$ cat src/hw/regbank_defs.svh
`ifndef REGBANK_DEFS_SVH
`define REGBANK_DEFS_SVH

// register indices on the serial host port
`define ADDR_PIN_READBACK   7'h35
`define ADDR_CONV_CONTROL   7'h36

// control register field positions
`define CTRL_AUTO_BIT       13
`define CTRL_TRIG_BIT       12
`define CTRL_LOAD_BIT       11
`define CTRL_RATE_HI        9
`define CTRL_RATE_LO        8

// reset and writable-bit masks of the control register
`define CTRL_RESET          16'h2000
`define CTRL_WMASK          16'h3B00

// pin readback pin count and rate encoding
`define PIN_COUNT           12
`define RATE_500K           2'h0

// serial frame: 8 command bits then 16 data bits
`define CMD_LAST            5'h07
`define DATA_LAST           5'h0F

`endif

$ cat src/hw/regbank_pkg.sv
package regbank_pkg;

  typedef enum logic [2:0] {
    PH_IDLE = 3'b001,
    PH_CMD  = 3'b010,
    PH_DATA = 3'b100
  } phase_t;

  typedef struct packed {
    logic [14:0] s1;
    logic [14:0] s2;
  } sync_state_t;

  typedef struct packed {
    phase_t      phase;
    logic        sclk_q;
    logic [4:0]  bit_cnt;
    logic        rw;
    logic [15:0] shin;
    logic [15:0] shout;
    logic        sdo;
    logic        sdo_oe;
    logic [15:0] ctrl;
    logic        trig_pulse;
    logic        load_pulse;
    logic [3:0]  dac_pending;
    logic [3:0]  dac_update;
    logic [11:0] pin_drv;
    logic [11:0] pin_oe;
  } main_state_t;

endpackage : regbank_pkg

$ cat src/hw/pin_sync2.sv
`timescale 1ns/1ps
`default_nettype none

// two-stage synchroniser for the serial port pins and the twelve gpio pins
module pin_sync2 (
  input  wire logic        mclk_i,
  input  wire logic        resetn_i,
  input  wire logic [14:0] async_i,
  output var  logic [14:0] sync_o
);

  regbank_pkg::sync_state_t st_reg;
  regbank_pkg::sync_state_t st_next;

  always_comb begin
    st_next    = st_reg;
    st_next.s1 = async_i;
    st_next.s2 = st_reg.s1;
  end

  always_ff @(posedge mclk_i or negedge resetn_i) begin
    if (!resetn_i) begin
      st_reg <= '0;
    end else begin
      st_reg <= st_next;
    end
  end

  // chip select idles high; resetting it low only costs a two-cycle false frame start
  assign sync_o = st_reg.s2;

endmodule : pin_sync2

`default_nettype wire

$ cat src/hw/gpio_conv_regbank.sv
// What this block does
// (RULE1) output pins read back the value held in their output-drive bit
// (RULE2) readback bits 15:12 always read zero
// (RULE3) control bit 13 picks automatic (1) or direct (0) conversion, resets to one
// (RULE4) writing one to bit 12 starts a conversion; the bit then clears itself
// (RULE5) writing one to bit 11 loads every sync-selected analog output channel
// (RULE6) that load updates only channels written since their own last update
// (RULE7) bits 9:8 pick the conversion rate; 00 (reset) is 500 kSPS
// (RULE8) control register resets to 0x2000
// (RULE9) direction bit zero leaves the pin undriven, one drives it
// (RULE10) input pins read back their synchronised pin level
// (RULE11) load bit is a single pulse and reads zero once applied
`timescale 1ns/1ps
`include "regbank_defs.svh"
`default_nettype none

module gpio_conv_regbank (
  input  wire logic        mclk_i,
  input  wire logic        resetn_i,
  input  wire logic        spi_csn_i,
  input  wire logic        spi_sclk_i,
  input  wire logic        spi_sdi_i,
  output var  logic        spi_sdo_o,
  output var  logic        spi_sdo_oe_o,
  input  wire logic [11:0] gpio_dir_i,
  input  wire logic [11:0] gpio_out_i,
  input  wire logic [11:0] gpio_pin_i,
  output var  logic [11:0] gpio_pin_o,
  output var  logic [11:0] gpio_pin_oe_o,
  input  wire logic [3:0]  dac_sync_i,
  input  wire logic [3:0]  dac_data_wr_i,
  output var  logic [3:0]  dac_update_o,
  output var  logic        dac_load_o,
  output var  logic        conv_trigger_o,
  output var  logic        conv_auto_o,
  output var  logic [1:0]  conv_rate_o
);

  // ----------------------------------------------------------------
  // pin synchronisation
  // ----------------------------------------------------------------
  logic [14:0] sync_w;
  logic        csn_s;
  logic        sclk_s;
  logic        sdi_s;
  logic [11:0] pin_s;

  // all pin groups share one synchroniser so they keep the same lag
  pin_sync2 u_sync (
    .mclk_i   (mclk_i),
    .resetn_i (resetn_i),
    .async_i  ({spi_csn_i, spi_sclk_i, spi_sdi_i, gpio_pin_i}),
    .sync_o   (sync_w)
  );

  assign csn_s  = sync_w[14];
  assign sclk_s = sync_w[13];
  assign sdi_s  = sync_w[12];
  assign pin_s  = sync_w[11:0];

  // ----------------------------------------------------------------
  // read decode
  // ----------------------------------------------------------------
  // readback is a snapshot taken when the index arrives; a pin that moves
  // during the data phase shows up only on the next read
  function automatic logic [15:0] read_word(input logic [6:0]  addr,
                                            input logic [15:0] ctrl,
                                            input logic [11:0] dir,
                                            input logic [11:0] drv,
                                            input logic [11:0] pin);
    logic [11:0] rb;
    rb = (dir & drv) | (~dir & pin); // RULE1 RULE10
    case (addr)
      `ADDR_PIN_READBACK: read_word = {4'h0, rb}; // RULE2
      `ADDR_CONV_CONTROL: read_word = ctrl;
      default:            read_word = 16'h0000;
    endcase
  endfunction : read_word

  // ----------------------------------------------------------------
  // state
  // ----------------------------------------------------------------
  regbank_pkg::main_state_t st_reg;
  regbank_pkg::main_state_t st_next;

  logic        sclk_rise;
  logic        sclk_fall;
  logic [7:0]  cmd_word;
  logic [15:0] data_word;
  // index of the current frame, captured with the command byte
  logic [6:0]  cmd_addr_q;

  // edges are found on the synchronised serial clock, so each half period
  // must span several system clocks or an edge is lost
  assign sclk_rise = sclk_s & ~st_reg.sclk_q;
  assign sclk_fall = ~sclk_s & st_reg.sclk_q;
  assign cmd_word  = {st_reg.shin[6:0], sdi_s};
  assign data_word = {st_reg.shin[14:0], sdi_s};

  always_comb begin
    st_next            = st_reg;
    st_next.sclk_q     = sclk_s;
    st_next.trig_pulse = 1'b0;
    st_next.load_pulse = 1'b0;
    st_next.dac_update = 4'h0;

    // self-clearing bits are acted on one cycle after they were written
    // the pulse, not the bit, starts the converter; the bit reads one for a cycle
    if (st_reg.ctrl[`CTRL_TRIG_BIT]) begin
      st_next.trig_pulse               = 1'b1; // RULE4
      st_next.ctrl[`CTRL_TRIG_BIT]     = 1'b0; // RULE4
    end

    // pending flags remember which channels have fresh data not yet loaded
    st_next.dac_pending = st_reg.dac_pending;
    if (st_reg.ctrl[`CTRL_LOAD_BIT]) begin
      st_next.load_pulse           = 1'b1;
      st_next.dac_update           = st_reg.dac_pending & dac_sync_i; // RULE5 RULE6
      st_next.dac_pending          = st_reg.dac_pending & ~dac_sync_i; // RULE6
      st_next.ctrl[`CTRL_LOAD_BIT] = 1'b0; // RULE11
    end
    // a data write in the load cycle stays pending for the next load
    st_next.dac_pending = st_next.dac_pending | dac_data_wr_i; // RULE6

    // pins drive only when configured as outputs
    // direction and drive are registered so the pins never glitch from decode
    st_next.pin_oe  = gpio_dir_i; // RULE9
    st_next.pin_drv = gpio_out_i & gpio_dir_i; // RULE9

    // --------------------------------------------------------------
    // serial host port: read flag, 7-bit index, 16 data bits, msb first
    // --------------------------------------------------------------
    // a frame cut by chip select drops its partial bits; nothing is written
    if (csn_s) begin
      st_next.phase   = regbank_pkg::PH_IDLE;
      st_next.bit_cnt = 5'h00;
      st_next.sdo_oe  = 1'b0;
      st_next.sdo     = 1'b0;
    end else begin
      st_next.sdo_oe = 1'b1;
      case (st_reg.phase)
        regbank_pkg::PH_IDLE: begin
          // one idle cycle after select lets the edge detector settle
          st_next.phase   = regbank_pkg::PH_CMD;
          st_next.bit_cnt = 5'h00;
        end
        regbank_pkg::PH_CMD: begin
          if (sclk_rise) begin
            st_next.shin    = data_word;
            st_next.bit_cnt = st_reg.bit_cnt + 5'h01;
            if (st_reg.bit_cnt == `CMD_LAST) begin
              st_next.rw      = cmd_word[7];
              st_next.shout   = read_word(cmd_word[6:0], st_reg.ctrl, gpio_dir_i,
                                          gpio_out_i, pin_s);
              st_next.shin    = {9'h000, cmd_word[6:0]};
              st_next.bit_cnt = 5'h00;
              st_next.phase   = regbank_pkg::PH_DATA;
            end
          end
        end
        regbank_pkg::PH_DATA: begin
          if (sclk_fall) begin
            st_next.sdo   = st_reg.shout[15];
            st_next.shout = {st_reg.shout[14:0], 1'b0};
          end
          if (sclk_rise) begin
            st_next.shin    = data_word;
            st_next.bit_cnt = st_reg.bit_cnt + 5'h01;
            if (st_reg.bit_cnt == `DATA_LAST) begin
              // only the control index takes writes; readback and unmapped indices drop them
              if (!st_reg.rw && cmd_addr_q == `ADDR_CONV_CONTROL) begin
                // write wins over the self-clear of the same cycle
                st_next.ctrl = data_word & `CTRL_WMASK; // RULE3 RULE4 RULE5 RULE7
              end
              st_next.bit_cnt = 5'h00;
              st_next.phase   = regbank_pkg::PH_CMD;
            end
          end
        end
        default: begin
          st_next.phase = regbank_pkg::PH_IDLE;
        end
      endcase
    end
  end

  // the index is held apart from the shift register, which the data bits overwrite
  always_ff @(posedge mclk_i or negedge resetn_i) begin
    if (!resetn_i) begin
      cmd_addr_q <= 7'h00;
    end else if (st_reg.phase == regbank_pkg::PH_CMD && sclk_rise &&
                 st_reg.bit_cnt == `CMD_LAST && !csn_s) begin
      cmd_addr_q <= cmd_word[6:0];
    end
  end

  always_ff @(posedge mclk_i or negedge resetn_i) begin
    if (!resetn_i) begin
      st_reg       <= '0;
      st_reg.phase <= regbank_pkg::PH_IDLE;
      st_reg.ctrl  <= `CTRL_RESET; // RULE8 RULE3 RULE7
    end else begin
      st_reg <= st_next;
    end
  end

  // ----------------------------------------------------------------
  // outputs, all straight from flip-flops
  // ----------------------------------------------------------------
  assign spi_sdo_o      = st_reg.sdo;
  assign spi_sdo_oe_o   = st_reg.sdo_oe;
  assign gpio_pin_o     = st_reg.pin_drv;
  assign gpio_pin_oe_o  = st_reg.pin_oe;
  assign dac_update_o   = st_reg.dac_update;
  assign dac_load_o     = st_reg.load_pulse;
  assign conv_trigger_o = st_reg.trig_pulse;
  assign conv_auto_o    = st_reg.ctrl[`CTRL_AUTO_BIT]; // RULE3
  assign conv_rate_o    = st_reg.ctrl[`CTRL_RATE_HI:`CTRL_RATE_LO]; // RULE7

endmodule : gpio_conv_regbank

`default_nettype wire

$ cat config.mk
export PLATFORM = sky130hd
export DESIGN_NAME = gpio_conv_regbank
export DESIGN_NICKNAME = d
export VERILOG_FILES = /design/src/hw/regbank_pkg.sv /design/src/hw/pin_sync2.sv /design/src/hw/gpio_conv_regbank.sv
export VERILOG_INCLUDE_DIRS = /design/src /design/src/hw
export SDC_FILE = /design/constraint.sdc
export NUM_CORES = 1
export LEC_CHECK = 0
export BUFFER_PORTS_ARGS = -buffer_cell sky130_fd_sc_hd__buf_2
export CAP_MARGIN = 20
export CELL_PAD_IN_SITES_DETAIL_PLACEMENT = 0
export CELL_PAD_IN_SITES_GLOBAL_PLACEMENT = 1
export CORE_MARGIN = 2
export CORE_UTILIZATION = 48
export CTS_CLUSTER_DIAMETER = 150
export CTS_CLUSTER_SIZE = 16
export DETAILED_ROUTE_END_ITERATION = 10
export GPL_TIMING_DRIVEN = 0
export HOLD_SLACK_MARGIN = 0.06
export PLACE_DENSITY = 0.84
export SYNTH_ARGS = -nofsm -noshare
export SYNTH_HDL_FRONTEND = slang
export SYNTH_SLANG_ARGS = --single-unit
$ cat constraint.sdc
create_clock -name mclk_i -period 3.6 [get_ports mclk_i]
set_clock_uncertainty 0.05 [all_clocks]
set_input_delay 0.36 -clock mclk_i [delete_from_list [all_inputs] [get_ports mclk_i]]
set_output_delay 0.36 -clock mclk_i [all_outputs]
set_load 0.1 [all_outputs]
==> results.yml <==
status:
  status: "completed"
synthesis:
  async_flop_share_pct: 100
  avgSynthCellArea_um2: 14.2
  synth_edf_count: 0
  yosysMostFrequentCell: "dfrtp_1"
  synth.distinct_cells: 51
  synth_cells: 326
  ys_seq_area_share_pct: 63.4
  synth_area_leaders: "dfrtp_1 62%, mux2_2 8.5%, buf_4 4.9%, a32o_1 2.2%, and2_1 2.0%"
  synth_common_cells: "115 x dfrtp_1, 35 x mux2_2, 30 x buf_4"
  netlist_area_mm2: 0.00462
  ys_ff_latch: 117
  synth_warnings: 0
  synthFlopType: "dfrtp_1"
  yosysTopAreaCell: "dfrtp_1"
  synth_top_area_share_pct: 62.3
  synthesis.nets: 377
setup_path:
  worstReg2RegEnd: "st_reg[64]"
  rrSetupSlack_ns: 1.27
  worstPathMaxFanout: 10
  critPathCaptureType: "flop"
  reg2regPathDepth: 6
  start_kind: "flop"
  arrival_ns: 2.68
  r2r-start: "st_reg[92]"
  setup.worst_path.class: "flop to flop"
  cp.required_ns: 3.94
timing:
  slew_violations: 0
  slew_headroom_pct: 61.9
  fin_crit_ns: 2.33
  rsz0062_at_grt: "no"
  finalCritPeriodShare_pct: 64.8
  tightest_slew_ns: 0.569
  setup_tns_ns: 0
  hold_viol_final: 0
  max_freq_mhz: 428
  setup-violations-final: 0
layout:
  drive_gt1_share_pct: 40.6
  antenna_cells: 0
  utilization_pct: 67.7
  fillers: 681
  syn2layout_area_growth_pct: 36.0
  largest_register_ffs: 32
  fin_nets: 528
power:
  p_per_area_mw_per_mm2: 526
  p_leak_nw: 3.04
  peakVddDrop_uv: 302
  power.total_mw: 3.31
floorplan:
  fp.coreArea_mm2: 0.00928
  die_area_mm2: 0.0104
  io_pins: 84
  die_h_um: 102
  start_util_pct: 49.8
  die-width_um: 102
  row_count: 35
drt:
  drc: 0
  postRouteAntennaNets: 0
  drt_first_iter_violations: 145
  vias_per_cell: 5.01
  dr_total_vias: 3104
  firstDrtPassIters: 4
  wl_um: 9130
  wire_per_inst_um: 14.7
global_route:
  grt.overflow.total: 0
  grt_pass1_vias: 3209
  grt_max_degree: 69
  grt_usage_pct: 18.9
  grt_antenna_before_repair: 0
  grt_pass1_wl_um: 14900
clock_network:
  clkLatencyLatePin_ns: 0.51
  cts_sinks: 117
  clock_path_buffers: 2
  numCtsBuffers: 17
  cts_tree: "yes"
  hold_buffers: 48
  clk_pin_slew_ns: 0.06
  cts_resized: 0
  cts_setup_buffers: 0
  clock-root-buffer: "clkbuf_8"
  cts-htree-levels: 4
place:
  portBuffers: 83
  hpwlAfterDp_um: 5610
  finalWeightedCongestion: 0.820
worst_hold_path:
  hold_path_class: "input pin to asynchronous set/reset pin"
job:
  maxCapViolCount: 0
layout by cell type (no fill, tap or decap), types with 4 or more instances in the layout:
cell type      instances
buf_2                 83
a21oi_1                6
mux2_4                 6
and3_1                 4
a2bb2oi_1              4
a32o_1                10
clkinvlp_4             4
buf_6                  5
a22o_1                10
and2_1                15
buf_4                 30
nor2b_1                6
dlygate4sd3_1         48
o21ai_0                4
nand2_1               11
nand3_1                4
a21o_1                 4
clkbuf_1               6
dfrtp_1              115
nor2_1                 6
clkbuf_16             16
mux2_2                35
how the worst max path moves through the flow:
stage               startpoint          endpoint  slack, ns  cells past startpoint
detailed placement  st_reg[92]        st_reg[64]       1.29                      6
CTS                 st_reg[92]        st_reg[64]       1.24                      6
global route        st_reg[93]        st_reg[64]       1.15                      5
finish              st_reg[92]        st_reg[64]       1.27                      6
global placement      resetn_i  gpio_pin_oe_o[3]       0.77                      1
floorplan           st_reg[85]        st_reg[64]       1.59                      6
worst max-delay path: stages (launching register included):
cell and delay, ns:
dfrtp_1 0.37, buf_6 0.14, nor3b_2 0.50, nand3b_1 0.25, a21oi_4 0.35, buf_6 0.22
mux2_2 0.34
layout make-up:
| type | instances | area (um2) | area share [%] |
|---|---|---|---|
| multi-input cells | 165 | 1380 | 22.0 |
| repair buffers | 132 | 930 | 14.8 |
| inverters | 3 | 11.3 | 0.179 |
| well taps | 129 | 161 | 2.57 |
| plain buffers | 41 | 298 | 4.74 |
| clock buffers | 18 | 418 | 6.65 |
| clock inverters | 14 | 153 | 2.43 |
| flip-flops and latches | 117 | 2930 | 46.6 |
metrics by stage:
step	worst slack [ns]	hold slack (ns)	instances	cell area [um2]
finish	1.27	0.298	619	6280
CTS	1.24	0.297	619	6280
global route	1.15	0.304	619	6280
floorplan	1.59	0.0144	326	4620
detailed placement	1.29	0.282	539	5230
global placement	0.767	0.282	538	5200
kinds of logic after synthesis:
| logic type | count (synthesis) | share of synthesized area [%] |
|---|---|---|
| flip-flops | 117 | 63.4 |
| AND/OR/NAND/NOR | 72 | 9.83 |
| AO/OA/AOI/OAI | 46 | 8.23 |
| buffers and inverters | 44 | 6.69 |
| multiplexers | 44 | 11.1 |
| adder cells (fa/ha/maj) | 2 | 0.541 |
| XOR/XNOR | 1 | 0.190 |
report_power, final:
part,switching [mW],leakage [nW],internal (mW)
Clock,0.611,0.268,0.989
Combinational,0.205,1.28,0.120
Sequential,0.0222,1.49,1.36
layer usage:
layer  routed length, um  track usage, %  vias up
met1                4090            23.9     1553
met3                 435            5.88       14
met5                   0               0        -
met4                 130            8.21        0
li1                    -               -     1447
met2                4470            30.1       90
(Power assumes the default switching activity.)
